File: config.mk
export PLATFORM = sky130hd
export DESIGN_NAME = tpio_top
export DESIGN_NICKNAME = d
export VERILOG_FILES = /design/src/logic/tpio_pkg.sv /design/src/logic/tpio_port8.sv /design/src/logic/tpio_top.sv
export VERILOG_INCLUDE_DIRS = /design/src /design/src/logic
export SDC_FILE = /design/constraint.sdc
export NUM_CORES = 1
export LEC_CHECK = 0
export ABC_AREA = 1
export BUFFER_PORTS_ARGS = -buffer_cell sky130_fd_sc_hd__buf_2
export CAP_MARGIN = 20
export CORE_MARGIN = 2
export CORE_UTILIZATION = 54
export DETAILED_ROUTE_END_ITERATION = 12
export PLACE_DENSITY_LB_ADDON = 0.12
export REMOVE_ABC_BUFFERS = 1
export SYNTH_ARGS = -nofsm -noshare
export SYNTH_HDL_FRONTEND = slang
export SYNTH_SLANG_ARGS = --single-unit
File: constraint.sdc
create_clock -name ref_clk_i -period 2.17 [get_ports ref_clk_i]
set_clock_uncertainty 0.2 [all_clocks]
set_input_delay 0.434 -clock ref_clk_i [delete_from_list [all_inputs] [get_ports ref_clk_i]]
set_output_delay 0.434 -clock ref_clk_i [all_outputs]
set_load 0.01 [all_outputs]
File: src/logic/tpio_defines.svh
// reset values, field positions and widths for the three-port io block
`ifndef TPIO_DEFINES_SVH
`define TPIO_DEFINES_SVH

`define TPIO_P2_WIDTH        3
`define TPIO_P2_LATCH_RST    3'h7
`define TPIO_P3_DIR_RST      8'h00
`define TPIO_P3_LATCH_RST    8'h00
`define TPIO_P4_DIR_RST      8'h00
`define TPIO_P4_LATCH_RST    8'h00
`define TPIO_AIN_DIS_RST     1'b1
`define TPIO_CHAN_RST        3'h0
`define TPIO_CONV_CHAN_LSB   0
`define TPIO_CONV_CHAN_MSB   2
`define TPIO_CONV_AIN_DIS    4
`define TPIO_INT_PIN         0
`define TPIO_XTAL_IN_PIN     1
`define TPIO_XTAL_OUT_PIN    2

`endif

File: src/logic/tpio_pkg.sv
// types shared by the three-port io block
`default_nettype none
package tpio_pkg;

    typedef enum logic [2:0] {
        TPIO_SEL_P2_LATCH = 3'h0,
        TPIO_SEL_P2_PIN   = 3'h1,
        TPIO_SEL_P3_DATA  = 3'h2,
        TPIO_SEL_P3_DIR   = 3'h3,
        TPIO_SEL_P4_DATA  = 3'h4,
        TPIO_SEL_P4_DIR   = 3'h5,
        TPIO_SEL_CONV     = 3'h6,
        TPIO_SEL_NONE     = 3'h7
    } tpio_sel_t;

    typedef struct packed {
        logic       en;
        tpio_sel_t  sel;
        logic [7:0] data;
    } tpio_wr_t;

    typedef struct packed {
        logic       en;
        tpio_sel_t  sel;
    } tpio_rd_t;

    typedef struct packed {
        logic       valid;
        logic [7:0] data;
    } tpio_rdata_t;

endpackage : tpio_pkg

`default_nettype wire

File: src/logic/tpio_port8.sv
// one 8-bit port with direction bits and an analog override mask
`timescale 1ns/10ps
`default_nettype none

module tpio_port8 (
    // control
    input  wire logic [7:0] dir_i,
    input  wire logic [7:0] latch_i,
    input  wire logic [7:0] analog_mask_i,
    // pins
    input  wire logic [7:0] pin_in_i,
    output logic      [7:0] pin_out_o,
    output logic      [7:0] pin_oe_n_o,
    // readback
    output logic      [7:0] read_o
);

    wire [7:0] digital = ~analog_mask_i;
    wire [7:0] drive   = dir_i & digital;

    assign pin_out_o  = latch_i;
    assign pin_oe_n_o = ~drive;
    // output bits read the latch, input bits the pin, analog pins read zero
    assign read_o     = (drive & latch_i) | (~dir_i & digital & pin_in_i);

endmodule : tpio_port8

`default_nettype wire

File: src/logic/tpio_top.sv
// three-port parallel io block: 3-bit shared port and two 8-bit ports
`timescale 1ns/10ps
`default_nettype none
`include "tpio_defines.svh"

module tpio_top (
    // clock and reset
    input  wire logic                 ref_clk_i,
    input  wire logic                 resetn_i,
    input  wire logic                 ce_i,
    // register access
    input  wire tpio_pkg::tpio_wr_t   wr_i,
    input  wire tpio_pkg::tpio_rd_t   rd_i,
    output tpio_pkg::tpio_rdata_t     rdata_o,
    // clock mode and crystal
    input  wire logic                 dual_clock_mode_i,
    input  wire logic                 lowfreq_xtal_drive_i,
    output logic                      lowfreq_xtal_in_o,
    // 3-bit shared port pins
    input  wire logic [2:0]           p2_pin_i,
    output logic      [2:0]           p2_pin_o,
    output logic      [2:0]           p2_pin_oe_n_o,
    output logic                      int0_fall_o,
    // analog-shared port pins
    input  wire logic [7:0]           p3_pin_i,
    output logic      [7:0]           p3_pin_o,
    output logic      [7:0]           p3_pin_oe_n_o,
    // converter control view
    output logic                      analog_input_disable_o,
    output logic      [2:0]           analog_channel_select_o,
    // plain port pins
    input  wire logic [7:0]           p4_pin_i,
    output logic      [7:0]           p4_pin_o,
    output logic      [7:0]           p4_pin_oe_n_o
);
    import tpio_pkg::*;

    logic [2:0] port_two_out_latch_q;
    logic [7:0] port_three_out_latch_q;
    logic [7:0] port_three_dir_ctrl_q;
    logic [7:0] port_four_out_latch_q;
    logic [7:0] port_four_dir_ctrl_q;
    logic       analog_input_disable_q;
    logic [2:0] analog_channel_select_q;
    logic       int_pin_prev_q;
    logic       int0_fall_q;
    tpio_rdata_t rdata_q;
    tpio_rdata_t rdata_d;

    // write decode
    wire wr_p2_latch = ce_i && wr_i.en && (wr_i.sel == TPIO_SEL_P2_LATCH);
    wire wr_p3_latch = ce_i && wr_i.en && (wr_i.sel == TPIO_SEL_P3_DATA);
    wire wr_p3_dir   = ce_i && wr_i.en && (wr_i.sel == TPIO_SEL_P3_DIR);
    wire wr_p4_latch = ce_i && wr_i.en && (wr_i.sel == TPIO_SEL_P4_DATA);
    wire wr_p4_dir   = ce_i && wr_i.en && (wr_i.sel == TPIO_SEL_P4_DIR);
    wire wr_conv     = ce_i && wr_i.en && (wr_i.sel == TPIO_SEL_CONV);

    // analog override: one-hot pin when the converter is enabled
    wire [7:0] analog_mask = analog_input_disable_q ? 8'h00 :
                             (8'h01 << analog_channel_select_q);

    wire [7:0] p3_read;
    wire [7:0] p4_read;

    tpio_port8 u_port_three (
        .dir_i         (port_three_dir_ctrl_q),
        .latch_i       (port_three_out_latch_q),
        .analog_mask_i (analog_mask),
        .pin_in_i      (p3_pin_i),
        .pin_out_o     (p3_pin_o),
        .pin_oe_n_o    (p3_pin_oe_n_o),
        .read_o        (p3_read)
    );

    tpio_port8 u_port_four (
        .dir_i         (port_four_dir_ctrl_q),
        .latch_i       (port_four_out_latch_q),
        .analog_mask_i (8'h00),
        .pin_in_i      (p4_pin_i),
        .pin_out_o     (p4_pin_o),
        .pin_oe_n_o    (p4_pin_oe_n_o),
        .read_o        (p4_read)
    );

    // 3-bit port: sink low when the latch is zero, release when one; in dual mode bit 1 is released and bit 2 carries the crystal drive
    wire xtal_mode = dual_clock_mode_i;
    assign p2_pin_o[0]      = port_two_out_latch_q[0];
    assign p2_pin_oe_n_o[0] = port_two_out_latch_q[0];
    assign p2_pin_o[1]      = port_two_out_latch_q[1];
    assign p2_pin_oe_n_o[1] = xtal_mode | port_two_out_latch_q[1];
    assign p2_pin_o[2]      = xtal_mode ? lowfreq_xtal_drive_i : port_two_out_latch_q[2];
    assign p2_pin_oe_n_o[2] = xtal_mode ? 1'b0 : port_two_out_latch_q[2];
    assign lowfreq_xtal_in_o = xtal_mode & p2_pin_i[`TPIO_XTAL_IN_PIN];

    assign analog_input_disable_o  = analog_input_disable_q;
    assign analog_channel_select_o = analog_channel_select_q;
    assign int0_fall_o             = int0_fall_q;
    assign rdata_o                 = rdata_q;

    // read selection; upper bits of the 3-bit port read as zero
    always_comb begin
        rdata_d.valid = rd_i.en;
        unique case (rd_i.sel)
            TPIO_SEL_P2_LATCH: rdata_d.data = {5'h00, port_two_out_latch_q};
            TPIO_SEL_P2_PIN:   rdata_d.data = {5'h00, p2_pin_i};
            TPIO_SEL_P3_DATA:  rdata_d.data = p3_read;
            TPIO_SEL_P3_DIR:   rdata_d.data = port_three_dir_ctrl_q;
            TPIO_SEL_P4_DATA:  rdata_d.data = p4_read;
            TPIO_SEL_P4_DIR:   rdata_d.data = port_four_dir_ctrl_q;
            TPIO_SEL_CONV:     rdata_d.data = {3'h0, analog_input_disable_q,
                                               1'b0, analog_channel_select_q};
            TPIO_SEL_NONE:     rdata_d.data = 8'h00;
        endcase
    end

    always_ff @(posedge ref_clk_i or negedge resetn_i) begin
        if (!resetn_i) begin
            port_two_out_latch_q <= `TPIO_P2_LATCH_RST;
        end else if (wr_p2_latch) begin
            port_two_out_latch_q <= wr_i.data[2:0];
        end
    end

    always_ff @(posedge ref_clk_i or negedge resetn_i) begin
        if (!resetn_i) begin
            port_three_out_latch_q <= `TPIO_P3_LATCH_RST;
            port_three_dir_ctrl_q  <= `TPIO_P3_DIR_RST;
        end else begin
            if (wr_p3_latch) begin
                port_three_out_latch_q <= wr_i.data;
            end
            if (wr_p3_dir) begin
                port_three_dir_ctrl_q <= wr_i.data;
            end
        end
    end

    always_ff @(posedge ref_clk_i or negedge resetn_i) begin
        if (!resetn_i) begin
            port_four_out_latch_q <= `TPIO_P4_LATCH_RST;
            port_four_dir_ctrl_q  <= `TPIO_P4_DIR_RST;
        end else begin
            if (wr_p4_latch) begin
                port_four_out_latch_q <= wr_i.data;
            end
            if (wr_p4_dir) begin
                port_four_dir_ctrl_q <= wr_i.data;
            end
        end
    end

    always_ff @(posedge ref_clk_i or negedge resetn_i) begin
        if (!resetn_i) begin
            analog_input_disable_q  <= `TPIO_AIN_DIS_RST;
            analog_channel_select_q <= `TPIO_CHAN_RST;
        end else if (wr_conv) begin
            analog_input_disable_q  <= wr_i.data[`TPIO_CONV_AIN_DIS];
            analog_channel_select_q <= wr_i.data[`TPIO_CONV_CHAN_MSB:`TPIO_CONV_CHAN_LSB];
        end
    end

    // falling edge of the bit 0 pin level, driven or not
    always_ff @(posedge ref_clk_i or negedge resetn_i) begin
        if (!resetn_i) begin
            int_pin_prev_q <= 1'b1;
            int0_fall_q    <= 1'b0;
        end else if (ce_i) begin
            int_pin_prev_q <= p2_pin_i[`TPIO_INT_PIN];
            int0_fall_q    <= int_pin_prev_q & ~p2_pin_i[`TPIO_INT_PIN];
        end
    end

    always_ff @(posedge ref_clk_i or negedge resetn_i) begin
        if (!resetn_i) begin
            rdata_q <= '0;
        end else if (ce_i) begin
            rdata_q <= rdata_d;
        end
    end

    a_p2_reset_ones: assert property (
        @(posedge ref_clk_i) disable iff (!resetn_i)
        $rose(resetn_i) |-> port_two_out_latch_q == `TPIO_P2_LATCH_RST)
        else $error("3-bit latch not all ones after reset");

    a_reset_inputs: assert property (
        @(posedge ref_clk_i) disable iff (!resetn_i)
        $rose(resetn_i) |-> (p3_pin_oe_n_o == 8'hFF) && analog_input_disable_q
                            && (p4_pin_oe_n_o == 8'hFF) && (p4_pin_o == 8'h00))
        else $error("ports not inputs after reset");

    a_xtal_released: assert property (
        @(posedge ref_clk_i) disable iff (!resetn_i)
        dual_clock_mode_i |-> p2_pin_oe_n_o[1] && !p2_pin_oe_n_o[2]
                              && (p2_pin_o[2] == lowfreq_xtal_drive_i))
        else $error("crystal pins not handed over");

    a_int_fall_seen: assert property (
        @(posedge ref_clk_i) disable iff (!resetn_i)
        ce_i && !p2_pin_oe_n_o[0] && $past(p2_pin_i[0]) && !p2_pin_i[0] && $past(ce_i)
        |=> int0_fall_o)
        else $error("driven falling edge on bit 0 missed");

    a_p2_pin_read: assert property (
        @(posedge ref_clk_i) disable iff (!resetn_i)
        ce_i && rd_i.en && (rd_i.sel == TPIO_SEL_P2_PIN)
        |=> rdata_o.valid && (rdata_o.data == {5'h00, $past(p2_pin_i)}))
        else $error("3-bit pin read wrong");

    a_p2_latch_write: assert property (
        @(posedge ref_clk_i) disable iff (!resetn_i)
        wr_p2_latch |=> port_two_out_latch_q == $past(wr_i.data[2:0]))
        else $error("3-bit latch write not taken on its edge");

    a_analog_pin_off: assert property (
        @(posedge ref_clk_i) disable iff (!resetn_i)
        !analog_input_disable_q |-> p3_pin_oe_n_o[analog_channel_select_q])
        else $error("analog pin still driven");

    a_analog_read_zero: assert property (
        @(posedge ref_clk_i) disable iff (!resetn_i)
        ce_i && rd_i.en && (rd_i.sel == TPIO_SEL_P3_DATA) && !analog_input_disable_q
        |=> rdata_o.data[$past(analog_channel_select_q)] == 1'b0)
        else $error("analog pin read not zero");

    a_p3_dir_drive: assert property (
        @(posedge ref_clk_i) disable iff (!resetn_i)
        analog_input_disable_q |-> p3_pin_oe_n_o == ~port_three_dir_ctrl_q)
        else $error("analog port direction not honoured");

    a_input_latch_write: assert property (
        @(posedge ref_clk_i) disable iff (!resetn_i)
        wr_p3_latch && (port_three_dir_ctrl_q == 8'h00)
        |=> port_three_out_latch_q == $past(wr_i.data))
        else $error("latch write refused for input bits");

    a_p4_mixed_read: assert property (
        @(posedge ref_clk_i) disable iff (!resetn_i)
        ce_i && rd_i.en && (rd_i.sel == TPIO_SEL_P4_DATA)
        |=> rdata_o.data == $past((port_four_dir_ctrl_q & port_four_out_latch_q)
                                  | (~port_four_dir_ctrl_q & p4_pin_i)))
        else $error("plain port mixed read wrong");

    a_p4_dir_bits: assert property (
        @(posedge ref_clk_i) disable iff (!resetn_i)
        wr_p4_dir |=> p4_pin_oe_n_o == ~$past(wr_i.data))
        else $error("plain port direction not applied next cycle");

    // clock enable low holds every register, so a write in that cycle is lost
    a_ce_freeze: assert property (
        @(posedge ref_clk_i) disable iff (!resetn_i)
        !ce_i |=> $stable(port_two_out_latch_q) && $stable(port_three_out_latch_q)
                  && $stable(port_four_out_latch_q) && $stable(port_four_dir_ctrl_q)
                  && $stable(analog_input_disable_q) && $stable(rdata_o))
        else $error("register changed while clock enable low");

    a_int_fall_only: assert property (
        @(posedge ref_clk_i) disable iff (!resetn_i)
        int0_fall_o && $past(ce_i) |-> !$past(p2_pin_i[0]))
        else $error("edge pulse without a low pin level");

    a_p3_dir_write: assert property (
        @(posedge ref_clk_i) disable iff (!resetn_i)
        wr_p3_dir |=> port_three_dir_ctrl_q == $past(wr_i.data))
        else $error("analog port direction write not taken on its edge");

    a_conv_write: assert property (
        @(posedge ref_clk_i) disable iff (!resetn_i)
        wr_conv |=> (analog_input_disable_o == $past(wr_i.data[`TPIO_CONV_AIN_DIS]))
                    && (analog_channel_select_o == $past(wr_i.data[2:0])))
        else $error("converter control write not taken");

    a_p4_latch_any_dir: assert property (
        @(posedge ref_clk_i) disable iff (!resetn_i)
        wr_p4_latch |=> p4_pin_o == $past(wr_i.data))
        else $error("plain port latch write refused");

    a_p2_plain_drive: assert property (
        @(posedge ref_clk_i) disable iff (!resetn_i)
        !dual_clock_mode_i |-> (p2_pin_oe_n_o == port_two_out_latch_q)
                               && (p2_pin_o == port_two_out_latch_q))
        else $error("3-bit port not plain io in single-clock mode");

    a_analog_one_pin: assert property (
        @(posedge ref_clk_i) disable iff (!resetn_i)
        !analog_input_disable_q && (port_three_dir_ctrl_q == 8'hFF)
        |-> $countones(p3_pin_oe_n_o) == 1)
        else $error("analog override reaches more than one pin");

    a_rd_idle: assert property (
        @(posedge ref_clk_i) disable iff (!resetn_i)
        ce_i && !rd_i.en |=> !rdata_o.valid)
        else $error("read data marked valid without a read");

endmodule : tpio_top

`default_nettype wire

==> flow_metrics.tcl <==
set metrics [dict create \
    synth-xor-area-share 0 \
    hold_slack_ns 0.1248 \
    fin_nets 497 \
    worstPathArrival_ns 1.47 \
    synthAdderAreaFrac 0 \
    ys_ff_latch 50 \
    critical_path_class "register to primary output" \
    die_height_um 74.47 \
    drv_cap 0 \
    clk_path_buf_depth 2 \
    syn-instance-count 366 \
    crit_path_start_kind "register" \
    initial_core_util 0.5639 \
    post-place-ws_ns 0.3033 \
    status "complete, no violations" \
    n_fill_cell 457 \
    wl_met3_um 425 \
    area.growth.synth_to_final_pct 22.12 \
    die_w_um 74.47 \
    peakVddDrop_uv 448.7 \
    num_antenna_cells 0 \
    gp_congestion 0.8411 \
    ant_nets 0 \
    io_buffers 92 \
    grt_overflow 0 \
    layout_min_cycle_time_ns 2.104 \
    die_area_mm2 0.005545 \
    ctsRootBufferMaster "clkbuf_8" \
    drive_above_1_share 0.2757 \
    power_leakage_nw 1.817 \
    antenna_found_initial 0 \
    placement_rows 25 \
    required_ns 1.54 \
    worst_slack_ns 0.06553 \
    ys.warnings.count 0 \
    grt_pass1_wl_um 11420 \
    routed_wl_um 7256 \
    critPathCaptureType "primary output" \
    route.detailed.wl_per_inst_um 13.85 \
    avgSynthCellArea_um2 7.326 \
    grt_max_degree 31 \
    path_cells "nor2_2 > and2_4 > or2_2 > buf_2" \
    numClockSinks 50 \
    cpPeakStageDelay_ns 0.54 \
    synthArstFlopShare 1.000 \
    htreeDepth 2 \
    synth_ff_type "dfrtp_1" \
    yosysUniqueCellTypes 22 \
    dr.pass1.iters 5 \
    power_w 0.002605 \
    powerDensity_mw_per_mm2 795.4 \
    synth_compound_area_frac 0.1003 \
    route.vias.total 2679 \
    drv_slew 0 \
    setup_viol 0 \
    drtIter0Drc 195 \
    grt_use_total 0.2725 \
    insertion_delay_ns 0.30 \
    cts_buffers 5 \
    synth_top_family_by_area "simple AND/OR/NAND/NOR gates" \
    slew_headroom 0.6685 \
    hold_violations 0 \
    rsz0062_at_grt "false" \
    met2_wirelength_um 3493 \
    wl_met1_um 3180 \
    yosys.area_share.simple 0.3332 \
    fmax_mhz 475.2 \
    tightest_slew_ns 0.4973 \
    synth_edf_count 0 \
    highest_layer "met4" \
    drcViolationCount 0 \
    grt_pass1_vias 2442 \
    period_share 0.9698 \
    cts_tree "built" \
    ys_seq_area_frac 0.4690 \
    synth_area_mm2 0.002681 \
    cp_slowest_cell "dfstp_2" \
    final.setup.tns_ns 0 \
    viasPerCell 5.113 \
    path_clk_slew_ns 0.09 \
    ioPinCount 93 \
    synth_mux_area_frac 0 \
    core_mm2 0.004755 \
    hpwl_um 5253 \
    crit_fanout 4 \
    hp-class "primary input to register" \
]
==> through the flow <==
step                        util  cells  cell area, µm²
final                     0.6887    524            3274
after global routing      0.6887    524            3274
after CTS                 0.6876    524            3269
after detailed placement  0.6658    515            3166
after global placement    0.6658    515            3166
after floorplan                -    352            2579
==> final timing paths <==
check | start | endpoint | slack, ns | cells after the start
worst max-delay path | analog_input_disable_o | p3_pin_oe_n_o[2] | 0.07 | 4
worst min-delay path | rd_i[3] | rdata_o[8] | 0.12 | 3
worst max register to register | analog_input_disable_o | rdata_o[5] | 0.71 | 7
worst min register to register | rdata_o[8] | rdata_o[8] | 0.27 | 2
max in group asynchronous | resetn_i | analog_input_disable_o | 0.74 | 3
min in group asynchronous | resetn_i | rdata_o[1] | 0.43 | 2
==> layout by cell type (no fill, tap or decap) <==
cell,instances
a22o_1,1
and2_4,1
buf_12,1
buf_2,92
buf_4,4
clkbuf_1,1
clkbuf_8,6
clkinv_2,1
dfrtp_1,45
dfstp_2,5
dlygate4sd3_1,1
inv_1,38
inv_2,3
nand2_1,141
nand2_2,3
nand3_1,11
nand3_2,2
nand4_1,23
nor2_1,18
nor2_2,4
nor2_4,1
o21ai_0,44
o21ai_1,8
or2_2,3
==> registers in the layout, indices dropped and copies added, names as in the netlist <==
name                     cells
analog_channel_select_o      3
analog_input_disable_o       1
int0_fall_o                  1
int_pin_prev_q               1
port_four_dir_ctrl_q         8
port_four_out_latch_q        8
port_three_dir_ctrl_q        8
port_three_out_latch_q       8
port_two_out_latch_q         3
rdata_o                      9
==> report_power, final <==
part / internal, W / total [W] / leakage (nW) / switching, W
Clock: 0.000254 / 0.000551 / 0.0443 / 0.000298
Combinational: 0.000316 / 0.000771 / 1.15 / 0.000455
Sequential: 0.00112 / 0.00128 / 0.627 / 0.000164
==> worst max-delay path: cells and delay by family (launching register included) <==
family	cells	cell delay (ns)
flip-flops	1	0.54
buffers and inverters	1	0.14
AND/OR/NAND/NOR	3	0.49
==> cell type report <==
class                      instances  area [µm²]  area share
clock buffer                       7       86.33     0.02637
tap                               67       83.83     0.02560
multi-input combinational        260        1167      0.3565
timing repair buffer              98       520.5      0.1590
inverter                          42       158.9     0.04853
sequential                        50        1257      0.3840
==> repair_timing <==
action,in CTS,in global routing
endpoints found under the hold margin,16,0
gates resized for setup,0,2
buffers inserted,1,0
hold buffers,1,0
endpoints found under the setup margin,1,1
==> metal layers <==
layer  track usage  vias up
met5             0        -
met4        0.1052        0
met3       0.03388       13
met2        0.4562      112
met1        0.3624     1209
li1              -     1345
==> cell usage after synthesis, types with 3 or more instances <==
cell     instances  share of area
buf_2            4         0.0075
nand4_1         23          0.054
buf_4            4          0.011
buf_6            4          0.017
nor2_1          19          0.027
o21ai_0         44          0.082
nand2_1        141           0.20
o21ai_1          8          0.015
or2_2            3         0.0070
inv_2            3         0.0042
nand2_2          3         0.0070
nand3_1         11          0.021
dfrtp_1         45           0.42
inv_1           38          0.053
nor2_2           3         0.0070
dfstp_2          5          0.049
==> kinds of logic after synthesis <==
family | Yosys count
compound gates | 53
buf+inv | 56
flops | 50
simple gates | 207
(Power assumes the default switching activity.)
